===== config.mk =====
export PLATFORM = sky130hd
export DESIGN_NAME = spe_entry
export DESIGN_NICKNAME = d
export VERILOG_FILES = /design/src/inc/spe_pkg.sv /design/src/design/spe_sync.sv /design/src/design/spe_entry.sv
export SDC_FILE = /design/constraint.sdc
export NUM_CORES = 1
export LEC_CHECK = 0
export CORE_MARGIN = 4
export CORE_UTILIZATION = 56
export CTS_BUF_LIST = sky130_fd_sc_hd__clkbuf_4
export DETAILED_ROUTE_END_ITERATION = 6
export DONT_BUFFER_PORTS = 1
export GPL_ROUTABILITY_DRIVEN = 0
export PLACE_DENSITY = 0.69
export SYNTH_ARGS = -nofsm -noshare
export SYNTH_HDL_FRONTEND = slang
export SYNTH_SLANG_ARGS = --single-unit

===== constraint.sdc =====
create_clock -name CLK -period 4.61 [get_ports CLK]
set_input_delay 0.461 -clock CLK [delete_from_list [all_inputs] [get_ports CLK]]
set_output_delay 0.461 -clock CLK [all_outputs]
set_load 0.05 [all_outputs]

===== src/inc/spe_pkg.sv =====
// spe_pkg: constants, states and carrier types for the serial programming entry block
// assumes a single 40 MHz core clock; no other package is needed
package spe_pkg;
   // ==========================================================
   // key and timing
   localparam int SPE_KEY_BITS = 32;
   // arbitrary key value, not taken from any part
   localparam logic [31:0] SPE_KEY_PATTERN = 32'h5A3C_96E1;
   localparam int SPE_CLK_PERIOD_PS = 25000;
   localparam int SPE_SYNC_STAGES = 2;
   localparam logic [5:0] SPE_CNT_ZERO = 6'h00;
   localparam logic [5:0] SPE_CNT_ONE = 6'h01;

   // ==========================================================
   // entry states, gray coded along idle -> key -> session
   typedef enum logic [1:0]
   {
      SPE_IDLE = 2'b00,
      SPE_KEY = 2'b01,
      SPE_LV_SESSION = 2'b11,
      SPE_HV_SESSION = 2'b10
   } spe_state_t;

   // ==========================================================
   // synchronised programming pins
   typedef struct packed
   {
      logic clk;
      logic dat;
      logic clear_low;
      logic hv;
   } spe_pins_t;

   // session status
   typedef struct packed
   {
      logic active;
      logic lv;
      logic hv;
   } spe_mode_t;
endpackage


===== src/design/spe_sync.sv =====
// spe_sync: two-flop synchroniser for a vector of pin levels
// assumes inputs are asynchronous levels; first stage feeds only the second
`timescale 1ns/1ps
`default_nettype none
module spe_sync #(
   parameter int WIDTH = 4
)
(
   input wire logic CLK,
   input wire logic RST_B,
   input wire logic [WIDTH-1:0] D,
   output logic [WIDTH-1:0] Q
);
   logic [WIDTH-1:0] meta;
   logic [WIDTH-1:0] next_meta;
   logic [WIDTH-1:0] next_q;

   always_comb
   begin
      next_meta = D;
      next_q = meta;
   end

   always_ff @(posedge CLK or negedge RST_B)
   begin
      if (!RST_B)
      begin
         meta <= '0;
         Q <= '0;
      end
      else
      begin
         meta <= next_meta;
         Q <= next_q;
      end
   end
endmodule
`default_nettype wire


===== src/design/spe_entry.sv =====
// spe_entry: recognises high- and low-voltage programming entry and holds the session
// assumes pin levels arrive asynchronous to CLK; the programmer clock is sampled, not used as a clock
`timescale 1ns/1ps
`default_nettype none
module spe_entry
   import spe_pkg::*;
#(
   parameter int KEY_BITS = SPE_KEY_BITS,
   parameter logic [31:0] KEY_PATTERN = SPE_KEY_PATTERN
)
(
   input wire logic CLK,
   input wire logic RST_B,
   input wire logic PROG_SERIAL_CLOCK,
   input wire logic PROG_SERIAL_DATA_IN,
   output logic PROG_SERIAL_DATA_OUT,
   output logic PROG_SERIAL_DATA_OE,
   input wire logic MASTER_CLEAR_PROG_VOLTAGE_LOW,
   input wire logic MASTER_CLEAR_PROG_VOLTAGE_HIGH,
   input wire logic LOW_VOLTAGE_PROG_ENABLE,
   input wire logic MASTER_CLEAR_RESET_CONFIG_EN,
   input wire logic CORE_DATA_OUT,
   input wire logic CORE_DATA_OE,
   input wire logic LOW_VOLTAGE_PROG_ENABLE_CLEAR_REQ,
   output logic PROG_MODE,
   output logic PROG_MODE_LV,
   output logic PROG_MODE_HV,
   output logic PROG_CLOCK_RISE,
   output logic PROG_DATA_SAMPLE,
   output logic MASTER_CLEAR_RESET_EN,
   output logic LOW_VOLTAGE_PROG_ENABLE_CLEAR_ALLOW
);
   // ==========================================================
   // pin synchronisation
   spe_pins_t pins;
   logic [$bits(spe_pins_t)-1:0] pins_raw;
   logic [$bits(spe_pins_t)-1:0] pins_sync;

   assign pins_raw = {PROG_SERIAL_CLOCK, PROG_SERIAL_DATA_IN,
                      MASTER_CLEAR_PROG_VOLTAGE_LOW, MASTER_CLEAR_PROG_VOLTAGE_HIGH};

   spe_sync #(.WIDTH($bits(spe_pins_t))) spe_sync_inst
   (
      .CLK(CLK),
      .RST_B(RST_B),
      .D(pins_raw),
      .Q(pins_sync)
   );

   assign pins = spe_pins_t'(pins_sync);

   // ==========================================================
   // entry state machine and key shifter
   spe_state_t state;
   spe_state_t next_state;
   logic clk_prev;
   logic next_clk_prev;
   logic [31:0] key_shift;
   logic [31:0] next_key_shift;
   logic [5:0] key_cnt;
   logic [5:0] next_key_cnt;
   logic clk_rise;
   logic [5:0] key_last;
   // set by a wrong key, cleared by reset or when master clear leaves its low level
   logic key_lock;
   logic next_key_lock;

   assign clk_rise = pins.clk & ~clk_prev;
   assign key_last = 6'(KEY_BITS - 1);

   always_comb
   begin
      next_state = state;
      next_clk_prev = pins.clk;
      next_key_shift = key_shift;
      next_key_cnt = key_cnt;
      next_key_lock = key_lock & pins.clear_low;
      case (state)
         SPE_IDLE:
         begin
            next_key_cnt = SPE_CNT_ZERO;
            // high voltage wins; clock and data must already be low
            if (pins.hv && !pins.clk && !pins.dat)
               next_state = SPE_HV_SESSION;
            else if (pins.clear_low && LOW_VOLTAGE_PROG_ENABLE && !key_lock)
               next_state = SPE_KEY;
         end
         SPE_KEY:
         begin
            if (!pins.clear_low || !LOW_VOLTAGE_PROG_ENABLE)
               next_state = SPE_IDLE;
            else if (clk_rise)
            begin
               next_key_shift = {key_shift[30:0], pins.dat};
               next_key_cnt = key_cnt + SPE_CNT_ONE;
               if (key_cnt == key_last)
               begin
                  // a wrong key drops back and waits for a fresh master clear cycle
                  if ({key_shift[30:0], pins.dat} == KEY_PATTERN)
                     next_state = SPE_LV_SESSION;
                  else
                  begin
                     next_state = SPE_IDLE;
                     next_key_lock = 1'b1;
                  end
               end
            end
         end
         SPE_LV_SESSION:
         begin
            if (!pins.clear_low)
               next_state = SPE_IDLE;
         end
         SPE_HV_SESSION:
         begin
            if (!pins.hv)
               next_state = SPE_IDLE;
         end
         default:
            next_state = SPE_IDLE;
      endcase
   end

   always_ff @(posedge CLK or negedge RST_B)
   begin
      if (!RST_B)
      begin
         state <= SPE_IDLE;
         clk_prev <= 1'b0;
         key_shift <= '0;
         key_cnt <= SPE_CNT_ZERO;
         key_lock <= 1'b0;
      end
      else
      begin
         state <= next_state;
         clk_prev <= next_clk_prev;
         key_shift <= next_key_shift;
         key_cnt <= next_key_cnt;
         key_lock <= next_key_lock;
      end
   end

   // ==========================================================
   // registered outputs
   spe_mode_t next_mode;
   logic next_dout;
   logic next_oe;
   logic next_rise;
   logic next_sample;
   logic next_reset_pin_en;
   logic next_enable_clear_allow;

   always_comb
   begin
      next_mode.lv = (next_state == SPE_LV_SESSION);
      next_mode.hv = (next_state == SPE_HV_SESSION);
      next_mode.active = next_mode.lv | next_mode.hv;
      // data pin is driven only inside a session and only when the core asks
      next_oe = next_mode.active & CORE_DATA_OE;
      next_dout = next_oe & CORE_DATA_OUT;
      // only rises inside an open session reach the core, so the last key bit is never passed on
      next_rise = next_mode.active & PROG_MODE & clk_rise;
      next_sample = pins.dat;
      next_reset_pin_en = LOW_VOLTAGE_PROG_ENABLE | MASTER_CLEAR_RESET_CONFIG_EN;
      next_enable_clear_allow = next_mode.hv & LOW_VOLTAGE_PROG_ENABLE_CLEAR_REQ;
   end

   always_ff @(posedge CLK or negedge RST_B)
   begin
      if (!RST_B)
      begin
         PROG_MODE <= 1'b0;
         PROG_MODE_LV <= 1'b0;
         PROG_MODE_HV <= 1'b0;
         PROG_SERIAL_DATA_OUT <= 1'b0;
         PROG_SERIAL_DATA_OE <= 1'b0;
         PROG_CLOCK_RISE <= 1'b0;
         PROG_DATA_SAMPLE <= 1'b0;
         // reset pin function stays on until configuration is seen
         MASTER_CLEAR_RESET_EN <= 1'b1;
         LOW_VOLTAGE_PROG_ENABLE_CLEAR_ALLOW <= 1'b0;
      end
      else
      begin
         PROG_MODE <= next_mode.active;
         PROG_MODE_LV <= next_mode.lv;
         PROG_MODE_HV <= next_mode.hv;
         PROG_SERIAL_DATA_OUT <= next_dout;
         PROG_SERIAL_DATA_OE <= next_oe;
         PROG_CLOCK_RISE <= next_rise;
         PROG_DATA_SAMPLE <= next_sample;
         MASTER_CLEAR_RESET_EN <= next_reset_pin_en;
         LOW_VOLTAGE_PROG_ENABLE_CLEAR_ALLOW <= next_enable_clear_allow;
      end
   end
endmodule
`default_nettype wire


==> summary.md, run 1 <==
| Metric | Value |
|---|---|
| Clock Tree Root | clkbuf_4 |
| VDD IR max | ~0.23 mV |
| GR Layer Usage met2 | around 26% |
| Power Internal | 752 uW |
| Mapped Nets | ~170 |
| Final antenna-violating net count | 0 |
| Initial antenna violation count | 0 |
| Die area | between 5000 and 6000 um^2 |
| Seq cells post-synth | slightly below 60 |
| Most common cell after layout, fill and taps aside | dfrtp_1 |
| Pleak | about 0.0012 uW |
| Reg2reg start | state[1] |
| Switch Pwr | around 310 uW |
| Gr usage total | between 10% and 20% |
| RSZ-0062 raised after global routing | false |
| Synth top area share | about three fifths |
| CTS clk-pin slew, worst paths | about 0.10 ns |
| Most used flip-flop cell after synthesis | dfrtp_1 |
| P&R area growth vs syn | 8.48% |
| Max-cap violations | 0 |
| Slew @ Worst Pin | 0.921 ns |
| Post-synth EDFFs | 0 |
| Synth area leader | dfrtp_1 |
| H-tree depth | 3 |
| Drt first pass iters | 4 |
| # DRC | 0 |
| GRT Residual Overflow | 0 |
| Worst-Skew Late Latency | a little under 0.4 ns |
| Final Hold Fails | 0 |
| Met3 Usage GRT | roughly 5.0% |
| Initial DRC count | approximately 110 |
| CTS tree | done |
| Avg Synthesized Cell Area | about 15 um^2 |
| Crit path cell chain | nand4b_4 -> nor2_4 -> a21oi_1 -> a311o_1 |
| Post-place instance area | 2360 um^2 |
| Layer with the highest usage | met2 |
| Most frequent cells in the layout | 57 x dfrtp_1, 29 x mux2_2, 10 x nor2_1, 10 x clkbuf_4, 6 x nor4bb_1 |
| Synth unique cells | 37 |
| Num ports | 20 |
| PD cells | ~420 nW/um^2 |
| Fin area | 2530 um^2 |
| Crit path max-delay cell type | nor2_4 |
| Core outline area | between 4000 and 5000 um^2 |
| Final setup fails | 0 |
| Wirelength, routed | between 3 and 4 mm |
| Final Net Count | 180 |
| Clk_skew | around 0.014 ns |
| Status | complete, no violations |
| Power Total | 1070 uW |
| Vias in the first global route | 1,384 |
| Tmin final | between 2 and 2.5 ns |
| Final worst-path cycle share | a little under half |
| Worst EP required | between 4 and 5 ns |
| Post-synthesis sequential area ratio | 62.3% |
| Fmax | 473 MHz |
| Setup crit start | state[1] |
| Largest net degree at the start of global routing | 59 |
| N_diodes | 0 |
| Sw frac | just under 30% |
| Synth async-reset ratio | between 90% and 100% |
| Cell count after synthesis | between 150 and 200 |
| Post-CTS Setup Bufs | 0 |
| Setup ws final | about 2.5 ns |
| Starting Density | 58.3% |
| Top cells by area, synth | dfrtp_1 61%, mux2_2 14%, nor4bb_1 2.6% |
| Max Buffers Root-to-Sink | 2 |
| Sequential power share | approximately three fifths |
| Post-CTS sizing | 0 |
| Avg WL per Cell | ~17 um |
| Vias per cell | about 5.8 |
| Core Rows | 23 |
| Clock Sink Count | between 50 and 60 |
| Hold path startpoint | PROG_SERIAL_CLOCK |
| Post-synthesis cell area | roughly 2300 um^2 |
| Die Y | ~73 um |
| Share of layout cells above drive strength 1 | roughly a third |
| CP Launch Type | register |
| Comb pwr share | 9.1% |
| Place WS | between 2 and 3 ns |
| Fillers | 298 |
| Via count | around 1,300 |
| YS warnings | 0 |
| Max Slew Vio Count | 0 |
| GRT met1 Usage | 19.6% |
| Setup TNS Final | 0 ns |
| HP Class | in -> reg |
| Crit path DAT | around 2.4 ns |
| Worst Setup End Kind | register |
| First-pass GRT wire length | approximately 6.4 mm |
| Clock share of power | 32.5% |
| Relative slew slack | around two fifths |
| CTS buffer count | 9 |
| Final HPWL DP | 2.54 mm |
| Largest stage delay, worst path | 0.75 ns |
| Die W | slightly above 70 um |
| Port buffer count | 0 |
| Crit path max fanout | 36 |
| Critical path class | reg -> reg |
[path summary, 6_finish.rpt]
kind,endpoint,slack (ns),cells after the start
min in group asynchronous,key_lock,0.59,2
max,key_cnt[2],2.50,4
max in group asynchronous,MASTER_CLEAR_RESET_EN,3.73,2
min,spe_sync_inst.meta[3],0.09,0
max reg2reg,key_cnt[2],2.50,4
min reg2reg,spe_sync_inst.Q[2],0.35,0
[stage by stage]
step	std cells	util [%]	hold WS (ns)
global route	223	63.2	0.0515
detailed placement	205	59.0	0.167
finish	223	63.2	0.0938
floorplan	160	-	0.165
global placement	205	59.0	0.167
CTS	223	63.2	0.0643
[what timing repair did]
action                                  CTS  global route
endpoints found under the hold margin    58             0
hold buffers                              2             0
endpoints found under the setup margin    0             0
[power by group through the flow]
stage | clock [uW] | combinational, uW | sequential, uW
floorplan | 0 | 88.7 | 613
global placement | 0 | 81.3 | 632
detailed placement | 0 | 84.4 | 634
CTS | 357 | 98.0 | 624
global route | 384 | 106 | 628
finish | 346 | 96.5 | 624
[state kept, by name (all words and copies together) (netlist names)]
register / flops
PROG_SERIAL_DATA_OUT: 1
PROG_MODE: 1
PROG_SERIAL_DATA_OE: 1
key_shift: 31
spe_sync_inst.meta: 4
PROG_MODE_LV: 1
clk_prev: 1
spe_sync_inst.Q: 4
PROG_CLOCK_RISE: 1
LOW_VOLTAGE_PROG_ENABLE_CLEAR_ALLOW: 1
key_lock: 1
MASTER_CLEAR_RESET_EN: 1
PROG_MODE_HV: 1
PROG_DATA_SAMPLE: 1
state: 2
key_cnt: 6
[metal layers]
layer	part of all wire (%)	routed length, um
met1	41	1550
met4	3.2	119
met3	5.0	190
met5	0	0
met2	51	1910
[synthesized netlist by cell type (all sizes together) (2+ instances only)]
cell type and count:
mux2i 2, and3 2, mux2 31, o21ai 5
or2 2, nor4bb 6, xnor2 2, and2 4
o32ai 2, nand4 4, nand2 5, nor2 11
dfrtp 57, a21oi 2, buf 5, nor2b 2
nand3 2, and4b 3
[kinds of logic (layout without fill, tap and decap cells)]
family	count (synthesis)	count (layout)	synth area share [%]
AO/OA/AOI/OAI	14	14	4.88
XOR/XNOR	2	2	0.751
adder cells (fa/ha/maj)	1	1	0.536
buffers and inverters	5	18	1.50
flip-flops	58	58	62.3
multiplexers	33	33	15.8
AND/OR/NAND/NOR	47	47	14.2
[cell type report]
cell class,instances,area [um^2],area share [%]
Clock buffer,10,75.1,2.97
Clock inverter,6,57.6,2.27
Multi-Input combinational cell,97,845,33.4
Sequential cell,58,1450,57.4
Tap cell,50,62.6,2.47
Timing Repair Buffer,2,37.5,1.48
[worst max-delay path, delay by kind of cell (launching register included)]
family | cells | cell delay, ns
and+or+nand+nor | 2 | 1.00
DFF | 1 | 0.49
AOI/OAI and AO/OA | 2 | 0.51
Power figures use the tool's default switching activity.
==> run 2, diff against run 1 <==
--- a/config.mk
+++ b/config.mk
@@ -11,7 +11,7 @@
 export DETAILED_ROUTE_END_ITERATION = 6
 export DONT_BUFFER_PORTS = 1
 export GPL_ROUTABILITY_DRIVEN = 0
-export PLACE_DENSITY = 0.69
+export PLACE_DENSITY = 0.72
 export SYNTH_ARGS = -nofsm -noshare
 export SYNTH_HDL_FRONTEND = slang
 export SYNTH_SLANG_ARGS = --single-unit
==> constraint.sdc (replaced) <==
create_clock -name CLK -period 1.8 [get_ports CLK]
set_input_delay 0.18 -clock CLK [delete_from_list [all_inputs] [get_ports CLK]]
set_output_delay 0.18 -clock CLK [all_outputs]
set_load 0.05 [all_outputs]
==> run 2 against run 1 <==
First-iteration DRC count down 5.3%. Cell area increased by 6.6%. Global-route usage up 1.1 points. Utilization up 4.2 points. Maximum frequency rose by 27%. Worst hold slack better by 0.012 ns. Sequential share of layout area fell by 3.5 points. Cell count is 6.3% higher. Non-clock buffer count up 14. Critical path depth rose by 1. Critical path type unchanged. Largest cell class unchanged.
==> summary.md, run 2 (synthesis gave the netlist of run 1 again) <==
| Metric | Value |
|---|---|
| Power Internal | 2140 uW (was 752 uW) |
| Clock share of power | 35.5% (was 32.5%) |
| HP Class | in -> reg (unchanged) |
| Port buffer count | 0 (unchanged) |
| RSZ-0062 raised after global routing | false (unchanged) |
| Num ports | 20 (unchanged) |
| DR WL met3 | 213 um (was 190 um) |
| Max Slew Vio Count | 0 (unchanged) |
| Clock Tree Root | clkbuf_4 (unchanged) |
| Levels on crit path | 5 (was 4) |
| Worst Setup End Kind | register (unchanged) |
| Minimum setup slack among reg-to-reg paths | 0.14 ns (was 2.50 ns) |
| Switch Pwr | 813 uW (was 314 uW) |
| Largest net degree at the start of global routing | 59 (unchanged) |
| Fillers | 261 (was 298) |
| Inst Count DP | 209 (was 205) |
| Share of layout cells above drive strength 1 | 31.6% (was 31.8%) |
| Fmax | 602 MHz (was 473 MHz) |
| Largest delay share family, worst path | simple AND/OR/NAND/NOR gates (unchanged) |
| Via count | 1,332 (was 1,299) |
| # DRC | 0 (unchanged) |
| Final antenna-violating net count | 0 (unchanged) |
| GRT Residual Overflow | 0 (unchanged) |
| Die area | 5260 um^2 (unchanged) |
| Critical path class | reg -> reg (unchanged) |
| Final setup fails | 0 (unchanged) |
| Post-Route M1 WL | 1.79 mm (was 1.55 mm) |
| Largest stage delay, worst path | 0.39 ns (was 0.75 ns) |
| Gr usage total | 17.7% (was 16.6%) |
| Core outline area | 4000 um^2 (unchanged) |
| Max-cap violations | 0 (unchanged) |
| Crit path DAT | 1.99 ns (was 2.40 ns) |
| Reg2reg start | key_cnt[0] (was state[1]) |
| First-pass GRT wire length | 6.94 mm (was 6.44 mm) |
| WL met2 | 1.91 mm (about the same) |
| P&R area growth vs syn | 15.6% (was 8.48%) |
| Sequential power share | 53.4% (was 58.5%) |
| Vias in the first global route | 1,384 (unchanged) |
| Most frequent cells in the layout | 57 x dfrtp_1, 29 x mux2_2, 12 x clkbuf_4, 10 x nor2_1, 10 x dlygate4sd3_1 (was 57 x dfrtp_1, 29 x mux2_2, 10 x nor2_1, 10 x clkbuf_4, 6 x nor4bb_1) |
| Crit path cell chain | ha_1 -> and4b_1 -> nand4_4 -> o32ai_4 -> and3_1 (was nand4b_4 -> nor2_4 -> a21oi_1 -> a311o_1) |
| Die Y | 72.5 um (unchanged) |
| Worst EP required | 2.12 ns (was 4.90 ns) |
| FF-to-FF path depth | 5 (was 4) |
| Pleak | 0.00127 uW (was 0.00119 uW) |
| N_diodes | 0 (unchanged) |
| Initial antenna violation count | 0 (unchanged) |
| H-tree depth | 3 (unchanged) |
| Largest Register | key_shift (unchanged) |
| Max FFs per register | 31 (unchanged) |
| Final Net Count | 194 (was 180) |
| CP endpoint | PROG_CLOCK_RISE (was key_cnt[2]) |
| Hold Crit Depth | 4 (was 0) |
| Final worst-path cycle share | 92.3% (was 45.9%) |
| Crit path max-delay cell type | dfrtp_1 (was nor2_4) |
| Comb pwr share | 11.0% (was 9.1%) |
| Clk_skew | 0.0115 ns (was 0.0138 ns) |
| Worst-Skew Late Latency | 0.38 ns (was 0.39 ns) |
| Slew @ Worst Pin | 0.486 ns (was 0.921 ns) |
| PD cells | 1090 nW/um^2 (was 421 nW/um^2) |
| CTS tree | done (unchanged) |
| CP Buf/Inv Count | 0 (unchanged) |
| Post-CTS sizing | 0 (unchanged) |
| CTS clk-pin slew, worst paths | 0.10 ns (about the same) |
| Largest regs | key_shift: 31 flops, key_cnt: 6 flops (unchanged) |
| Avg WL per Cell | 16.8 um (was 16.9 um) |
| Relative slew slack | 67.6% (was 38.4%) |
| Starting Density | 58.3% (unchanged) |
| Tmin final | 1.66 ns (was 2.11 ns) |
| Setup crit start | key_cnt[0] (was state[1]) |
| Most common cell after layout, fill and taps aside | dfrtp_1 (unchanged) |
| Crit path max fanout | 5 (was 36) |
| Final Non-Filler Cells | 237 (was 223) |
| CTS buffer count | 9 (unchanged) |
| Core Rows | 23 (unchanged) |
| Top Metal Used | met4 (unchanged) |
| CP Launch Type | register (unchanged) |
| Drt first pass iters | 4 (unchanged) |
| Die W | 72.5 um (unchanged) |
| Final HPWL DP | 2.51 mm (was 2.54 mm) |
| Vias per cell | 5.62 (was 5.83) |
| Initial DRC count | 108 (was 114) |
| Final Hold Fails | 0 (unchanged) |
| Clock Sink Count | 58 (unchanged) |
| Max Buffers Root-to-Sink | 2 (unchanged) |
| R2R Path End | PROG_CLOCK_RISE (was key_cnt[2]) |
| Wirelength, routed | 3.99 mm (was 3.77 mm) |
| Setup TNS Final | 0 ns (unchanged) |
| Status | complete, no violations (unchanged) |
| Sw frac | 27.5% (was 29.5%) |
| VDD IR max | 0.564 mV (was 0.229 mV) |
run 2: changes by cell type in the layout (fill, tap and decap cells not counted), sizes merged:
cell         change
clkinvlp         -1
buf              +5
clkinv           -2
bufinv           +1
clkbuf           +2
dlygate4sd3      +9
run 2: area by class of cell:
| type | count | area [um^2] | area share (%) |
|---|---|---|---|
| tap | 50 | 62.6 | 2.32 |
| clock inverter | 4 | 68.8 | 2.55 |
| multi-input combinational | 97 | 845 | 31.3 |
| timing repair buffer | 16 | 178 | 6.59 |
| clock buffer | 12 | 90.1 | 3.34 |
| sequential | 58 | 1450 | 53.9 |
run 2: power by group through the flow:
stage | Sequential [uW] | Clock [uW] | Combinational (uW)
finish | 1580 | 1050 | 326
floorplan | 1570 | 0 | 227
detailed placement | 1600 | 0 | 273
CTS | 1580 | 1070 | 326
global route | 1590 | 1140 | 353
global placement | 1600 | 0 | 264
run 2: routing by layer:
layer  GRT usage (%)  vias to the layer above
met1            24.4                      664
met4            10.0                        0
met2            24.9                       26
met3            5.12                       10
met5               0                        -
li1                -                      632
run 2: worst min-delay path by stage:
stage                                        from                                   to
after detailed placement                    RST_B                           key_cnt[2]
after global placement                      RST_B                           key_cnt[2]
after floorplan                             RST_B  LOW_VOLTAGE_PROG_ENABLE_CLEAR_ALLOW
after global routing      LOW_VOLTAGE_PROG_ENABLE                             state[0]
final                     LOW_VOLTAGE_PROG_ENABLE                             state[0]
after CTS                 LOW_VOLTAGE_PROG_ENABLE                             state[0]
run 2: worst register-to-register path: stages, from the launching register on:
cell,delay (ns)
dfrtp_1,0.39
ha_1,0.22
and4b_1,0.29
nand4_4,0.16
o32ai_4,0.34
and3_1,0.21
run 2: what timing repair did:
action,in CTS,in global routing
hold buffers,11,0
endpoints found under the hold margin,66,0
setup buffers,0,1
setup endpoints to repair,0,1
run 2: metrics by stage:
stage / hold slack, ns / setup slack [ns] / area (um^2) / util (%) / total power (uW)
floorplan: -0.116 / 0.238 / 2330 / - / 1800
global placement: -0.114 / 0.151 / 2400 / 60.1 / 1860
detailed placement: -0.114 / 0.137 / 2400 / 60.1 / 1880
CTS: 0.0961 / 0.121 / 2690 / 67.2 / 2980
global route: 0.0926 / 0.0322 / 2700 / 67.4 / 3080
finish: 0.106 / 0.138 / 2700 / 67.4 / 2950
==> run 3, diff against run 2 <==
--- a/config.mk
+++ b/config.mk
@@ -6,12 +6,11 @@
 export NUM_CORES = 1
 export LEC_CHECK = 0
 export CORE_MARGIN = 4
-export CORE_UTILIZATION = 56
-export CTS_BUF_LIST = sky130_fd_sc_hd__clkbuf_4
+export CORE_UTILIZATION = 55
 export DETAILED_ROUTE_END_ITERATION = 6
 export DONT_BUFFER_PORTS = 1
 export GPL_ROUTABILITY_DRIVEN = 0
-export PLACE_DENSITY = 0.72
+export PLACE_DENSITY = 0.71
 export SYNTH_ARGS = -nofsm -noshare
 export SYNTH_HDL_FRONTEND = slang
 export SYNTH_SLANG_ARGS = --single-unit
==> run 3 against run 2 <==
Die area grew 1.6%. Sequential share of layout area shrank 0.79 points. Cell area grew 1.5%. Non-clock buffer count fell by 2. Via count fell by 0.98%. Routed wire length down 2.4%. Clock-buffer cell count rose by 2. Largest cell class unchanged. Largest power group unchanged. Highest routed layer unchanged.
==> summary.md, run 3 (synthesis gave the netlist of run 1 again) <==
| Metric | Value |
|---|---|
| Status | complete, no violations (unchanged) |
| Clock Tree Root | clkbuf_8 (was clkbuf_4) |
| P&R area growth vs syn | 17.3% (was 15.6%) |
| Via count | 1,319 (was 1,332) |
| Final Net Count | 192 (was 194) |
| Final antenna-violating net count | 0 (unchanged) |
| Die W | 73.1 um (was 72.5 um) |
| CTS clk-pin slew, worst paths | 0.06 ns (was 0.10 ns) |
| Worst-Skew Late Latency | 0.32 ns (was 0.38 ns) |
| Largest regs | key_shift: 31 flops, key_cnt: 6 flops (unchanged) |
| Final HPWL DP | 2.58 mm (was 2.51 mm) |
| CP Launch Type | register (unchanged) |
| Die Y | 73.1 um (was 72.5 um) |
| Worst Setup End Kind | register (unchanged) |
| Relative slew slack | 68.7% (was 67.6%) |
| Fin area | 2740 um^2 (was 2700 um^2) |
| N_diodes | 0 (unchanged) |
| Slew @ Worst Pin | 0.470 ns (was 0.486 ns) |
| VDD IR max | 0.669 mV (was 0.564 mV) |
| GRT Residual Overflow | 0 (unchanged) |
| Largest net degree at the start of global routing | 59 (unchanged) |
| HP Class | in -> reg (unchanged) |
| Final worst-path cycle share | 92.3% (about the same) |
| Clk_skew | 0.00879 ns (was 0.0115 ns) |
| Area of the multi-input gates | 878 um^2 (was 845 um^2) |
| Clock Sink Count | 58 (unchanged) |
| PD cells | 1080 nW/um^2 (was 1090 nW/um^2) |
| Initial DRC count | 75 (was 108) |
| Drt first pass iters | 2 (was 4) |
| CTS buffer count | 9 (unchanged) |
| Fmax | 602 MHz (about the same) |
| GRT met1 Usage | 21.8% (was 24.4%) |
| Num ports | 20 (unchanged) |
| Wirelength, routed | 3.89 mm (was 3.99 mm) |
| Tmin final | 1.66 ns (about the same) |
| Die area | 5350 um^2 (was 5260 um^2) |
| Largest Register | key_shift (unchanged) |
| Avg WL per Cell | 16.6 um (was 16.8 um) |
| Max-cap violations | 0 (unchanged) |
| H-tree depth | 3 (unchanged) |
| Pleak | 0.00127 uW (about the same) |
| Met3 Usage GRT | 5.37% (was 5.12%) |
| Most common cell after layout, fill and taps aside | dfrtp_1 (unchanged) |
| Vias per cell | 5.61 (was 5.62) |
| Share of layout cells above drive strength 1 | 33.0% (was 31.6%) |
| Max Buffers Root-to-Sink | 2 (unchanged) |
| Max FFs per register | 31 (unchanged) |
| Final Hold Fails | 0 (unchanged) |
| Core outline area | 4060 um^2 (was 4000 um^2) |
| Critical path class | reg -> reg (unchanged) |
| Power Total | 2960 uW (was 2950 uW) |
| RSZ-0062 raised after global routing | false (unchanged) |
| Starting Density | 57.5% (was 58.3%) |
| Crit path max fanout | 5 (unchanged) |
| Gr usage total | 16.7% (was 17.7%) |
| Initial antenna violation count | 0 (unchanged) |
| Most frequent cells in the layout | 57 x dfrtp_1, 29 x mux2_2, 12 x clkbuf_8, 10 x nor2_1, 9 x dlygate4sd3_1 (was 57 x dfrtp_1, 29 x mux2_2, 12 x clkbuf_4, 10 x nor2_1, 10 x dlygate4sd3_1) |
| Post-place instance area | 2400 um^2 (unchanged) |
| Crit path DAT | 1.92 ns (was 1.99 ns) |
| Setup TNS Final | 0 ns (unchanged) |
| Final setup fails | 0 (unchanged) |
| Layer with the highest usage | met2 (unchanged) |
| # DRC | 0 (unchanged) |
| Core Rows | 23 (unchanged) |
| CTS tree | done (unchanged) |
| Storage element area | 1450 um^2 (unchanged) |
| Max Slew Vio Count | 0 (unchanged) |
| First-pass GRT wire length | 6.63 mm (was 6.94 mm) |
| GR Layer Usage met2 | 24.8% (was 24.9%) |
| Port buffer count | 0 (unchanged) |
| Fillers | 263 (was 261) |
| Vias in the first global route | 1,397 (was 1,384) |
| Worst EP required | 2.06 ns (was 2.12 ns) |
## run 3: changes by cell type in the layout (fill, tap and decap cells not counted), moves of 2 or more
cell       delta
clkbuf_1      +2
nor4bb_2      +2
bufinv_16     -2
clkbuf_4     -12
clkbuf_8     +12
nor4bb_1      -3
## run 3: worst paths after layout
kind	startpoint	depth (start not counted)	end	slack [ns]
worst max-delay path	key_cnt[0]	5	PROG_CLOCK_RISE	0.14
worst min-delay path	CORE_DATA_OE	1	PROG_SERIAL_DATA_OUT	0.01
worst max register to register	key_cnt[0]	5	PROG_CLOCK_RISE	0.14
worst min register to register	spe_sync_inst.meta[2]	0	spe_sync_inst.Q[2]	0.35
max in group asynchronous	RST_B	2	MASTER_CLEAR_RESET_EN	1.14
min in group asynchronous	RST_B	2	PROG_SERIAL_DATA_OE	0.39
## run 3: critical path: stages, from the launching register on
cell and delay (ns):
dfrtp_1 0.39, ha_1 0.24, and4b_1 0.28, nand4_4 0.15, o32ai_4 0.34, and3_1 0.19
## run 3: layout make-up
type / instances / share of cell area, %
clock buffers: 14 / 6.31
clock inverters: 2 / 0.366
multi-input cells: 97 / 32.1
flip-flops and latches: 58 / 53.1
well taps: 50 / 2.29
repair buffers: 14 / 5.85
## run 3: layer usage
| layer | vias to the layer above | part of all wire [%] |
|---|---|---|
| li1 | 620 | - |
| met1 | 665 | 46 |
| met2 | 24 | 48 |
| met3 | 10 | 4.3 |
| met4 | 0 | 1.9 |
| met5 | - | 0 |
## run 3: per-stage QoR
| step | setup WS, ns | util (%) | std cells | hold slack [ns] |
|---|---|---|---|---|
| 2_1_floorplan | 0.238 | - | 160 | -0.116 |
| 3_3_place_gp | 0.211 | 59.2 | 209 | -0.114 |
| 3_5_place_dp | 0.0951 | 59.2 | 209 | -0.114 |
| 4_1_cts | 0.0815 | 66.6 | 235 | 0.0118 |
| 5_1_grt | 0.0135 | 67.4 | 235 | 0.00514 |
| 6_report | 0.138 | 67.4 | 235 | 0.0103 |
## run 3: what timing repair did
item                                    in CTS  in global routing
hold endpoints to repair                    65                  0
endpoints found under the setup margin       0                  2
gates resized for setup                      0                  5
hold buffers                                10                  0
setup buffers                                0                  0
## run 3: where the power goes
group / leakage (uW) / internal, uW / switching [uW]
registers: 0.000776 / 1380 / 194
logic: 0.000401 / 153 / 168
clock network: 0.0000965 / 609 / 456
total: 0.00127 / 2140 / 818
